## config.mk

```make
export PLATFORM = sky130hd
export DESIGN_NAME = dsr_register_map
export DESIGN_NICKNAME = d
export VERILOG_FILES = /design/src/pkg/dsr_pkg.sv /design/src/logic/dsr_register_map.sv
export SDC_FILE = /design/constraint.sdc
export NUM_CORES = 1
export LEC_CHECK = 0
export ABC_AREA = 1
export BUFFER_PORTS_ARGS = -buffer_cell sky130_fd_sc_hd__buf_2
export CAP_MARGIN = 20
export CELL_PAD_IN_SITES_DETAIL_PLACEMENT = 1
export CELL_PAD_IN_SITES_GLOBAL_PLACEMENT = 2
export CORE_MARGIN = 3
export CORE_UTILIZATION = 30
export CTS_BUF_LIST = sky130_fd_sc_hd__clkbuf_4 sky130_fd_sc_hd__clkbuf_8
export CTS_CLUSTER_SIZE = 25
export DETAILED_ROUTE_END_ITERATION = 6
export PLACE_DENSITY = 0.9
export SYNTH_ARGS = -nofsm -noshare
export SYNTH_HDL_FRONTEND = slang
export SYNTH_SLANG_ARGS = --single-unit
```

## constraint.sdc

```tcl
create_clock -name clk -period 3 [get_ports clk]
set_input_delay 0.45 -clock clk [delete_from_list [all_inputs] [get_ports clk]]
set_output_delay 0.45 -clock clk [all_outputs]
set_load 0.02 [all_outputs]
```

## src/pkg/dsr_pkg.sv

```systemverilog
`default_nettype none
package dsr_pkg;
  // Function codes
  localparam logic [7:0] FC_READ_HOLD  = 8'h03;
  localparam logic [7:0] FC_READ_INPUT = 8'h04;
  localparam logic [7:0] FC_WRITE_ONE  = 8'h06;
  localparam logic [7:0] FC_WRITE_MANY = 8'h10;
  // Exception codes
  localparam logic [7:0] EX_NONE       = 8'h00;
  localparam logic [7:0] EX_ILL_FUNC   = 8'h01;
  localparam logic [7:0] EX_ILL_ADDR   = 8'h02;
  localparam logic [7:0] EX_ILL_VALUE  = 8'h03;
  localparam logic [7:0] EX_BUSY       = 8'h06;
  localparam logic [7:0] EX_USER       = 8'h14;
  // Register indices
  localparam logic [15:0] REG_MODEL    = 16'h0000;
  localparam logic [15:0] REG_RATING   = 16'h0001;
  localparam logic [15:0] REG_SUPPLY   = 16'h0002;
  localparam logic [15:0] REG_FWVER    = 16'h0003;
  localparam logic [15:0] REG_WGATE    = 16'h0004;
  localparam logic [15:0] REG_SETPT    = 16'h0005;
  localparam logic [15:0] REG_RUN      = 16'h0006;
  localparam logic [15:0] REG_RAMPUP   = 16'h0007;
  localparam logic [15:0] REG_RAMPDN   = 16'h0008;
  localparam logic [15:0] REG_CURRENT  = 16'h0009;
  localparam logic [15:0] REG_FREQ     = 16'h000a;
  localparam logic [15:0] REG_VOLT     = 16'h000b;
  localparam logic [15:0] REG_BUSV     = 16'h000c;
  localparam logic [15:0] REG_POWER    = 16'h000d;
  localparam logic [15:0] REG_STATE    = 16'h000e;
  localparam logic [15:0] REG_LAST     = 16'h000e;
  // Run control field positions
  localparam int RUN_STOP    = 0;
  localparam int RUN_FWD     = 1;
  localparam int RUN_REV     = 2;
  localparam int RUN_FRESET  = 3;
  localparam int RUN_ESTOP   = 4;
  localparam int RUN_CSRC_LO = 6;
  localparam int RUN_FSRC_LO = 8;
  localparam int RUN_NETERR  = 15;
  localparam logic [15:0] RUN_WR_MASK = 16'h001f;
  // Measurement ceilings, 0.1 V units
  localparam logic [15:0] VOUT_MAX = 16'd6000;
  localparam logic [15:0] VBUS_MAX = 16'd10000;
  // Reset value and firmware version
  localparam logic [15:0] RST_ZERO  = 16'h0000;
  localparam logic [15:0] FW_VER    = 16'h0100;
  // Link loss timeout, in units of 0.1 s
  localparam int  TICK_NS = 100_000_000;
  localparam int  CLK_NS  = 100;
  localparam int  TICK_CYCLES = TICK_NS / CLK_NS;
  localparam logic [15:0] LOSS_MIN = 16'd1;
  localparam logic [15:0] LOSS_MAX = 16'd1200;
  typedef enum logic [2:0] {
    DSR_IDLE = 3'b001,
    DSR_EXEC = 3'b010,
    DSR_RESP = 3'b100
  } dsr_state_e;
endpackage
`default_nettype wire

```

## src/logic/dsr_register_map.sv

```systemverilog
// Notes on behaviour
// - Serve only function codes 03, 04, 06, 10.
// - Write gate zero rejects writes, except to the gate itself, with 0x14.
// - Read-only or running-locked writes return 0x14.
// - Run bits: stop, forward, reverse requests.
// - Fault reset only on bit 3 rising.
// - Bit 4 emergency stop; bit 5 ignored.
// - Bits 7:6 report command source.
// - Bits 12:8 report frequency-reference source.
// - Bit 15 set on network error.
// - Status bits 0-2: stop, forward, reverse.
// - Status bits 3-5: trip, accel, decel.
// - Status bits 6-7: arrival, DC braking.
// - Status bits 8-9: pre-PID, sleep.
// - Rating register returns hex rating code.
// - Version: major high byte, minor low.
// - Output voltage 0.1 V, up to 600.0.
// - Bus voltage 0.1 V, up to 1000.0.
// - Broadcast run writes act on every drive.
// - Declare link loss after configured timeout.
`timescale 1ns/1ps
`default_nettype none
module dsr_register_map #(
  parameter logic [15:0] MODEL_ID    = 16'h00a5, // Arbitrary value
  parameter logic [15:0] RATING      = 16'h000a,
  parameter logic [15:0] SUPPLY      = 16'h0001,
  parameter int          TICK_CYC    = dsr_pkg::TICK_CYCLES
) (
  // Clock and reset
  input  wire logic              clk,
  input  wire logic              rst,
  // Decoded request from the frame layer
  input  wire logic              req_valid,
  input  wire logic              req_broadcast,
  input  wire logic [7:0]        req_func,
  input  wire logic [15:0]       req_addr,
  input  wire logic [15:0]       req_data,
  input  wire logic              req_last,
  input  wire logic              req_busy,
  input  wire logic              link_activity,
  input  wire logic              link_error,
  // Answer to the frame layer
  output logic                   rsp_valid,
  output logic [7:0]             rsp_exception,
  output logic [15:0]            rsp_data,
  // Drive status inputs
  input  wire logic [9:0]        drive_status,
  input  wire logic [1:0]        cmd_source,
  input  wire logic [4:0]        freq_source,
  input  wire logic              drive_running,
  input  wire logic [15:0]       meas_current,
  input  wire logic [15:0]       meas_freq,
  input  wire logic [15:0]       meas_voltage,
  input  wire logic [15:0]       meas_bus,
  input  wire logic [15:0]       meas_power,
  // Link loss settings
  input  wire logic [15:0]       link_loss_timeout,
  input  wire logic [1:0]        link_loss_action,
  // Commands to the motor control
  output logic                   stop_req,
  output logic                   fwd_req,
  output logic                   rev_req,
  output logic                   estop_req,
  output logic                   fault_reset,
  output logic                   link_lost,
  output logic [1:0]             lost_action,
  output logic [15:0]            speed_setpoint,
  output logic [15:0]            ramp_up_time,
  output logic [15:0]            ramp_down_time
);
  import dsr_pkg::*;

  dsr_state_e  state;
  logic [7:0]  ex_q;
  logic        wr_q;
  logic        bc_q;
  logic [15:0] addr_q;
  logic [15:0] data_q;
  logic [15:0] write_gate;
  logic [15:0] run_control;
  logic        freset_prev;
  logic        net_err;
  logic [31:0] tick_cnt;
  logic [15:0] tenth_cnt;
  logic [1:0]  act_s;
  logic [1:0]  err_s;

  function automatic logic [15:0] clip(input logic [15:0] v,
                                       input logic [15:0] lim);
    clip = (v > lim) ? lim : v;
  endfunction

  function automatic logic is_rw(input logic [15:0] a);
    is_rw = (a == REG_WGATE) || (a == REG_SETPT) || (a == REG_RUN) ||
            (a == REG_RAMPUP) || (a == REG_RAMPDN);
  endfunction

  logic [15:0] status_word;
  assign status_word = {6'h00, drive_status};
  logic [15:0] read_val;
  always_comb begin
    case (addr_q)
      REG_MODEL:   read_val = MODEL_ID;
      REG_RATING:  read_val = RATING;
      REG_SUPPLY:  read_val = SUPPLY;
      REG_FWVER:   read_val = FW_VER;
      REG_WGATE:   read_val = write_gate;
      REG_SETPT:   read_val = speed_setpoint;
      REG_RUN:     read_val = run_control;
      REG_RAMPUP:  read_val = ramp_up_time;
      REG_RAMPDN:  read_val = ramp_down_time;
      REG_CURRENT: read_val = meas_current;
      REG_FREQ:    read_val = meas_freq;
      REG_VOLT:    read_val = clip(meas_voltage, VOUT_MAX);
      REG_BUSV:    read_val = clip(meas_bus, VBUS_MAX);
      REG_POWER:   read_val = meas_power;
      REG_STATE:   read_val = status_word;
      default:     read_val = RST_ZERO;
    endcase
  end

  // Classify the request combinationally; result is captured with it
  logic [7:0] next_ex;
  always_comb begin
    next_ex = EX_NONE;
    if (req_busy) begin
      next_ex = EX_BUSY;
    end else if (req_func != FC_READ_HOLD && req_func != FC_READ_INPUT &&
                 req_func != FC_WRITE_ONE && req_func != FC_WRITE_MANY) begin
      next_ex = EX_ILL_FUNC;
    end else if (req_addr > REG_LAST) begin
      next_ex = EX_ILL_ADDR;
    end else if (req_func == FC_WRITE_ONE || req_func == FC_WRITE_MANY) begin
      if (!is_rw(req_addr)) begin
        next_ex = EX_USER;
      end else if (req_addr == REG_WGATE && req_data > 16'h0001) begin
        next_ex = EX_ILL_VALUE;
      end else if (req_addr != REG_WGATE && write_gate == RST_ZERO) begin
        next_ex = EX_USER;
      end else if (drive_running &&
                   (req_addr == REG_RAMPUP || req_addr == REG_RAMPDN)) begin
        next_ex = EX_USER;
      end
    end
  end

  always_ff @(posedge clk) begin
    if (rst) begin
      state  <= DSR_IDLE;
      ex_q   <= EX_NONE;
      wr_q   <= 1'b0;
      bc_q   <= 1'b0;
      addr_q <= RST_ZERO;
      data_q <= RST_ZERO;
    end else begin
      case (state)
        DSR_IDLE: begin
          if (req_valid) begin
            ex_q   <= next_ex;
            wr_q   <= (req_func == FC_WRITE_ONE) ||
                      (req_func == FC_WRITE_MANY);
            bc_q   <= req_broadcast;
            addr_q <= req_addr;
            data_q <= req_data;
            state  <= DSR_EXEC;
          end
        end
        DSR_EXEC: state <= DSR_RESP;
        DSR_RESP: state <= DSR_IDLE;
        default:  state <= DSR_IDLE;
      endcase
    end
  end

  wire do_write = (state == DSR_EXEC) && wr_q && (ex_q == EX_NONE);

  // Broadcast writes are applied but never answered
  always_ff @(posedge clk) begin
    if (rst) begin
      rsp_valid     <= 1'b0;
      rsp_exception <= EX_NONE;
      rsp_data      <= RST_ZERO;
    end else begin
      rsp_valid <= (state == DSR_EXEC) && !bc_q;
      if (state == DSR_EXEC) begin
        rsp_exception <= ex_q;
        rsp_data      <= (ex_q == EX_NONE && !wr_q) ? read_val : data_q;
      end
    end
  end

  // Gate stays open until the master closes it
  always_ff @(posedge clk) begin
    if (rst) begin
      write_gate     <= RST_ZERO;
      speed_setpoint <= RST_ZERO;
      ramp_up_time   <= RST_ZERO;
      ramp_down_time <= RST_ZERO;
    end else if (do_write) begin
      if (addr_q == REG_WGATE) write_gate <= data_q;
      if (addr_q == REG_SETPT) speed_setpoint <= data_q;
      if (addr_q == REG_RAMPUP) ramp_up_time <= data_q;
      if (addr_q == REG_RAMPDN) ramp_down_time <= data_q;
    end
  end

  // Upper bits of run control mirror live state, never stored from writes
  logic [4:0] run_cmd;
  always_ff @(posedge clk) begin
    if (rst) begin
      run_cmd <= 5'h00;
    end else if (do_write && addr_q == REG_RUN) begin
      run_cmd <= data_q[4:0];
    end
  end

  always_comb begin
    run_control = RST_ZERO;
    run_control[4:0] = run_cmd & RUN_WR_MASK[4:0];
    run_control[RUN_CSRC_LO +: 2] = cmd_source;
    run_control[RUN_FSRC_LO +: 5] = freq_source;
    run_control[RUN_NETERR] = net_err;
  end

  always_ff @(posedge clk) begin
    if (rst) begin
      stop_req    <= 1'b0;
      fwd_req     <= 1'b0;
      rev_req     <= 1'b0;
      estop_req   <= 1'b0;
      fault_reset <= 1'b0;
      freset_prev <= 1'b0;
    end else begin
      stop_req    <= run_cmd[RUN_STOP];
      fwd_req     <= run_cmd[RUN_FWD];
      rev_req     <= run_cmd[RUN_REV];
      estop_req   <= run_cmd[RUN_ESTOP];
      freset_prev <= run_cmd[RUN_FRESET];
      fault_reset <= run_cmd[RUN_FRESET] && !freset_prev;
    end
  end

  // Link inputs come from the serial clock region
  always_ff @(posedge clk) begin
    if (rst) begin
      act_s <= 2'b00;
      err_s <= 2'b00;
    end else begin
      act_s <= {act_s[0], link_activity};
      err_s <= {err_s[0], link_error};
    end
  end

  // Error flag: a new error wins over the clear by a run-control write
  always_ff @(posedge clk) begin
    if (rst) begin
      net_err <= 1'b0;
    end else if (err_s[1] || link_lost) begin
      net_err <= 1'b1;
    end else if (do_write && addr_q == REG_RUN) begin
      net_err <= 1'b0;
    end
  end

  // Timeout counted in tenths of a second, clamped to its legal range
  logic [15:0] loss_lim;
  assign loss_lim = clip((link_loss_timeout < LOSS_MIN) ? LOSS_MIN :
                         link_loss_timeout, LOSS_MAX);
  always_ff @(posedge clk) begin
    if (rst) begin
      tick_cnt    <= 32'h0;
      tenth_cnt   <= RST_ZERO;
      link_lost   <= 1'b0;
      lost_action <= 2'b00;
    end else if (act_s[1]) begin
      tick_cnt  <= 32'h0;
      tenth_cnt <= RST_ZERO;
      link_lost <= 1'b0;
    end else if (!link_lost) begin
      if (tick_cnt == 32'(TICK_CYC - 1)) begin
        tick_cnt  <= 32'h0;
        tenth_cnt <= tenth_cnt + 16'h0001;
      end else begin
        tick_cnt <= tick_cnt + 32'h1;
      end
      if (tenth_cnt >= loss_lim) begin
        link_lost   <= 1'b1;
        lost_action <= link_loss_action;
      end
    end
  end

  // Assertions
  property p_fc_filter;
    @(posedge clk) disable iff (rst)
      (state == DSR_IDLE && req_valid && !req_busy &&
       req_func == 8'h05) |=> ##1 (rsp_exception == EX_ILL_FUNC || bc_q);
  endproperty
  a_fc_filter: assert property (p_fc_filter) else $error("bad fc");

  property p_gate_closed;
    @(posedge clk) disable iff (rst)
      (state == DSR_EXEC && wr_q && write_gate == RST_ZERO &&
       addr_q == REG_SETPT && ex_q != EX_BUSY) |=>
       $stable(speed_setpoint) && rsp_exception == EX_USER;
  endproperty
  a_gate_closed: assert property (p_gate_closed) else $error("gate");

  property p_ro_write;
    @(posedge clk) disable iff (rst)
      (state == DSR_EXEC && wr_q && !is_rw(addr_q) &&
       addr_q <= REG_LAST && ex_q != EX_BUSY) |=> rsp_exception == EX_USER;
  endproperty
  a_ro_write: assert property (p_ro_write) else $error("ro write");

  property p_reset_edge;
    @(posedge clk) disable iff (rst)
      fault_reset |=> !fault_reset;
  endproperty
  a_reset_edge: assert property (p_reset_edge)
    else $error("fr pulse");

  property p_reset_cause;
    @(posedge clk) disable iff (rst)
      fault_reset |-> $past(run_cmd[RUN_FRESET]) && !$past(freset_prev);
  endproperty
  a_reset_cause: assert property (p_reset_cause)
    else $error("fr cause");

  property p_run_bits;
    @(posedge clk) disable iff (rst)
      do_write && addr_q == REG_RUN |-> ##2
        fwd_req == $past(data_q[RUN_FWD], 2) &&
        estop_req == $past(data_q[RUN_ESTOP], 2);
  endproperty
  a_run_bits: assert property (p_run_bits) else $error("run bits");

  property p_neterr;
    @(posedge clk) disable iff (rst)
      err_s[1] |=> run_control[RUN_NETERR];
  endproperty
  a_neterr: assert property (p_neterr) else $error("net err");

  property p_vclip;
    @(posedge clk) disable iff (rst)
      state == DSR_EXEC && addr_q == REG_VOLT && !wr_q && ex_q == EX_NONE
      |=> rsp_data <= VOUT_MAX;
  endproperty
  a_vclip: assert property (p_vclip) else $error("vout clip");

  property p_broadcast;
    @(posedge clk) disable iff (rst)
      state == DSR_EXEC && bc_q |=> !rsp_valid;
  endproperty
  a_broadcast: assert property (p_broadcast) else $error("bcast");
endmodule
`default_nettype wire

```

Word level (Yosys, flattened, before mapping):

Cells that the tools add are included.

* add/subtract/negate cells: 2
* shift-type cells: 0
* reductions and logical operators: 34
* muxes and demuxes: 21
* bitwise gates (word level): 2
* div/mod/pow operators: 0
* multipliers: 0
* equality and inequality tests: 30
* order comparisons: 7

Operators by type and width (count)
* case mux 16 bit (15 select lines): 1
* == test 16 x 3 -> 1 bit (second input constant): 8
* == test 16 x 4 -> 1 bit (second input constant): 8
* 2-to-1 mux 16 bit: 5
* 2-to-1 mux 5 bit: 8
* adder 32 x 1 -> 32 bit (second input constant): 1
* == test 16 x 2 -> 1 bit (second input constant): 2
* == test 32 x 20 -> 1 bit (second input constant): 1
* logical NOT 16 bit: 2
* 2-to-1 mux 32 bit: 1
* adder 16 x 1 -> 16 bit (second input constant): 1
* == test 16 x 1 -> 1 bit (second input constant): 1
* >= comparator 16 bit: 1
* > comparator 16 x 1 -> 1 bit (second input constant): 1
* > comparator 16 x 11 -> 1 bit (second input constant): 1
* > comparator 16 x 13 -> 1 bit (second input constant): 1
* > comparator 16 x 14 -> 1 bit (second input constant): 1
* > comparator 16 x 4 -> 1 bit (second input constant): 1
* less-than comparator 16 x 1 -> 1 bit (second input constant): 1
* != test 16 x 3 -> 1 bit (second input constant): 1
* != test 8 x 3 -> 1 bit (second input constant): 2
* logical AND 1 bit: 12
* AND reduction 2 bit: 6
* == test 8 x 3 -> 1 bit (second input constant): 1
* 16 further kinds: 28

* output and inout port bits: 81
* memories kept: 0
* logic and storage cells: 123
* bits in read-only memories: 0
* memory bits (writable): 0
* bits of input ports: 164
* register bits: 201
* latch bits: 0

Longest topological paths before layout:

* depth after elaboration: 11
* gate-level depth with buffers: 18
* mapped depth without buffers: 18

Worst setup path after synthesis:

No wires, ideal clock.

* path type: input to register
* start point: input link_loss_timeout[15]
* end point: register link_lost
* path buffers: 0
* stages: 13
* setup slack: 472 ps
* arrival: 2413 ps
* cells stage by stage: or4_1 nor2_1 nand2_1 nor2_1 ha_1 nand2_1 nor2_1 nand2_1 o211ai_1 nand2_1 nand3_1 o21ai_0 inv_1

* word-level cells in the longest chain between the ends: 7

Ends and longest elaborated chain
* start: declaration: line dsr_register_map.sv:57 `input wire logic [15:0] link_loss_timeout,`
* less-than comparator 16 x 1 -> 1 bit: line dsr_register_map.sv:267 `assign loss_lim = clip((link_loss_timeout < LOSS_MIN) ? LOSS_MIN :`
* 2-to-1 mux 16 bit *: line dsr_register_map.sv:267
* > comparator 16 x 11 -> 1 bit: line dsr_register_map.sv:90 `clip = (v > lim) ? lim : v;`
* 2-to-1 mux 16 bit *: line dsr_register_map.sv:90
* >= comparator 16 bit *: line dsr_register_map.sv:286 `if (tenth_cnt >= loss_lim) begin`
* 2-to-1 mux 1 bit *: line dsr_register_map.sv:286
* 2-to-1 mux 1 bit *: line dsr_register_map.sv:279 `end else if (!link_lost) begin`
* end signal: assignment: line dsr_register_map.sv:273 `link_lost <= 1'b0;`
* end signal: assignment: line dsr_register_map.sv:278 `link_lost <= 1'b0;`
* end signal: assignment: line dsr_register_map.sv:287 `link_lost <= 1'b1;`
* end: declaration: line dsr_register_map.sv:65 `output logic link_lost,`

Every way passes the cells marked *; elsewhere a longest branch is shown, timed or not.
A chain may end at the register's enable or synchronous reset.

Final worst setup path:

* start point: register tick_cnt[0]
* end point: register tick_cnt[21]

* word-level cells in the longest chain between the ends: 2
* elaborated cells on any way between the ends: 3

Ends and longest elaborated chain
* start: declaration: line dsr_register_map.sv:83 `logic [31:0] tick_cnt;`
* start signal: assignment: line dsr_register_map.sv:284 `tick_cnt <= tick_cnt + 32'h1;`
* adder 32 x 1 -> 32 bit or == test 32 x 20 -> 1 bit (tied branches): line dsr_register_map.sv:284, dsr_register_map.sv:280
* 2-to-1 mux 32 bit *: line dsr_register_map.sv:280 `if (tick_cnt == 32'(TICK_CYC - 1)) begin`

Marks and branches as above.

==> impl_results.md <==
- Outcome: completed
- Dpl cell area: between 10,000 and 15,000 µm²
- Final worst slack: ~470 ps
- Max-cap violations: 0
- Tcrit/Tclk final: 84.4%
- Gpl congestion: between 0.9 and 1
- Post-synth EDFFs: 0
- Num ports: 245
- Vias/cell: 5.12
- CTS max path bufs: 2
- Syn Inst Count: roughly 1,500
- FMAX: 395 MHz
- FF+latch count, synth: between 150 and 200
- Top cells by area, synth: dfxtp_1 37%, nand3_1 9.0%, nor2_1 8.9%, nand2_1 7.8%, a21oi_1 5.6%
- Cell taking the most area after synthesis: dfxtp_1
- Hold Crit Class: input port to register
- Largest stage delay on the critical path: 420 ps
- CTS tree: yes
- Final hold vios: 0
- Synthesized cell area: around 10,000 µm²
- Xor/xnor cell area share of the yosys netlist: 1.26%
- TritonRoute pass-1 iters: 4
- Nets: ~1,900
- # setup viols final: 0
- H-tree level count: 4
- CP cell instances: ha_1 -> nand2_1 -> nor3_1 -> nand3_1 -> nor2_1 -> nor2_1 -> inv_1 -> a21oi_1 -> o21a_1
- Share of layout cells above drive strength 1: approximately 20%
- Pre-CTS WS: around 28 ps
- Post-synth top area share: between 30% and 40%
- Total Routing Usage GR: between 20 and 25%
- Post-Syn Area per Cell: slightly below 7 µm²
- Starting Density: 30.7%
- GRT Residual Overflow: 0
- Layout area overhead: 19.5%
- Delay-heaviest family, CP: simple AND/OR/NAND/NOR gates
- Most used cell, CP: nor2_1
- Placed cells: around 2,200
- First-pass GRT wire length: 63.6 mm
- Setup Skew: approximately 20 ps
- Worst R2R Setup Slack: 470 ps
- Number of remaining DRC errors: 0
- Slew Viols, Final: 0
- CTS resizes: 0
- Clk root buf: clkbuf_8
- Synth warnings: 0
- Row Count: 67
- Top-count cell post-synth: nor2_1
- Fin area: about 12,000 µm²
- Leak: between 5 and 6 nW
- CORE AREA: 33,900 µm²
- WP buf/inv: 1
- Post-synthesis mux area share: 0%
- Worst-margin pin slew: roughly 850 ps
- CP Data Arrival Time: roughly 2900 ps
- CTS Hold Bufs: 0
- Synth Area in Simple Gates: around 34%
- Initial antenna violation count: 3
- Setup crit end kind: register
- Peak VDD IR: 0.287 mV
- First DRT Iteration DRCs: roughly 690
- Slew HR: a little over two fifths
- Num CTS Buffers: 17
- Crit path launch type: register
- Number of I/O port buffers: between 200 and 250
- Crit path max fanout: 13
- Via count: approximately 11,000
- Tot Pwr: around 5.1 mW
- Crit path max-delay cell type: nor2_1
- Crit path kind: register to register
- Pwr dens: around 410 nW/µm²
- Setup repair after global routing missed its margin: no
- Worst path required time: between 3000 and 4000 ps
- Largest family of logic cells by synthesized area: simple AND/OR/NAND/NOR gates
- Complex-gate fraction of the synthesized area: roughly 16%
- Register area share after synthesis: a little under two fifths
- Avg WL per Cell: approximately 19 µm
- FFs w/ async S/R, synth: 0%
- Setup bufs post-CTS: 0
- Skew-Pair Late Insertion Delay: ~500 ps
- Commonest cells post-synth: 246 x nor2_1, 215 x nand2_1, 193 x dfxtp_1
- Post-route minimum period: between 2000 and 3000 ps
- Die ar.: 36,900 µm²
- Clk pin slew, worst setup/hold paths: about 100 ps
- Count of cell types in the netlist: 41
- Dpl hpwl: around 33 mm
- Post-Layout Cell Count: between 2,000 and 2,500
- CTS Sinks: between 150 and 200
- Top_reg_cell synth: dfxtp_1
- Setup TNS: 0 ps
- Largest net degree at the start of global routing: 69
- Number of global-route vias before repair: ~11,000
- Final ANT Viol Nets: 0
- Die width: 192 µm
- Die Span Y: between 150 and 200 µm
- Post-Synth Adder-Cell Area: between 2 and 2.5%
- Final WL: around 42 mm
final cells by class:
cell class                 instances  area, µm²
antenna                            2       5.00
inverter                         155        582
clock buffer                      22        290
multi-input combinational       1121       5630
sequential                       193       3860
clock inverter                    10        100
tap                              448        561
fill                            4450      21400
timing repair buffer             265       1400
per-layer routing:
metal / vias up / part of all wire [%] / routed length, µm / track usage, %
li1: 5562 / - / - / -
met3: 54 / 5.2 / 2180 / 4.14
met2: 296 / 49 / 20700 / 38.5
met5: - / 0.017 / 7 / 0
met1: 5439 / 42 / 17900 / 28.1
met4: 2 / 3.2 / 1360 / 8.52
stage by stage:
step,utilization (%),hold slack [ps]
CTS,36.7,144
global route,36.7,151
detailed placement,35.5,398
global placement,35.5,381
finish,36.7,172
floorplan,-,376
worst min-delay path, cell delays in order:
cell and delay [ps]:
buf_2 70, inv_1 30, nor2_1 60
power by group:
part | switching, mW | internal (mW)
Combinational | 0.505 | 0.203
Clock | 0.995 | 0.752
Sequential | 0.0421 | 2.62
state kept, by name, summed over array words and instances, names as in the netlist, 5 cells and up:
register        cells
data_q             16
run_cmd             5
rsp_data           16
ramp_up_time       16
addr_q             16
ramp_down_time     16
write_gate         16
tenth_cnt          16
speed_setpoint     16
tick_cnt           32
placed cells by master (no fill, tap or decap), types with 2 or more instances in the layout:
cell,n
nor2_1,246
buf_2,239
nand2_1,215
dfxtp_1,193
nand3_1,187
inv_1,143
a21oi_1,116
o21ai_0,108
a211oi_1,50
nand4_1,37
nor3_1,30
buf_4,25
clkbuf_8,20
ha_1,18
nor4_1,17
nor2_2,13
nand2_2,13
inv_2,10
xor2_1,10
a21oi_2,10
nor2_4,9
conb_1,9
nor3b_1,5
xnor2_1,5
o21a_1,3
inv_6,3
clkinv_4,3
diode_2,2
a31oi_1,2
nand3b_1,2
nand2_4,2
nand3_2,2
o211ai_1,2
o21bai_1,2
clkinv_1,2
clkinv_2,2
clkbuf_4,2
final timing paths:
path	start	endpoint	cells past startpoint
worst max-delay path	tick_cnt[0]	tick_cnt[21]	9
worst min-delay path	link_error	err_s[0]	3
worst max register to register	tick_cnt[0]	tick_cnt[21]	9
worst min register to register	act_s[0]	act_s[1]	2
cell families after synthesis:
logic type	count (synthesis)
buf+inv	229
other cells	2
fa+ha+maj	18
simple gates	784
flops	193
compound gates	295
xor+xnor	15
No activity file was read; power rests on OpenSTA's default activity.
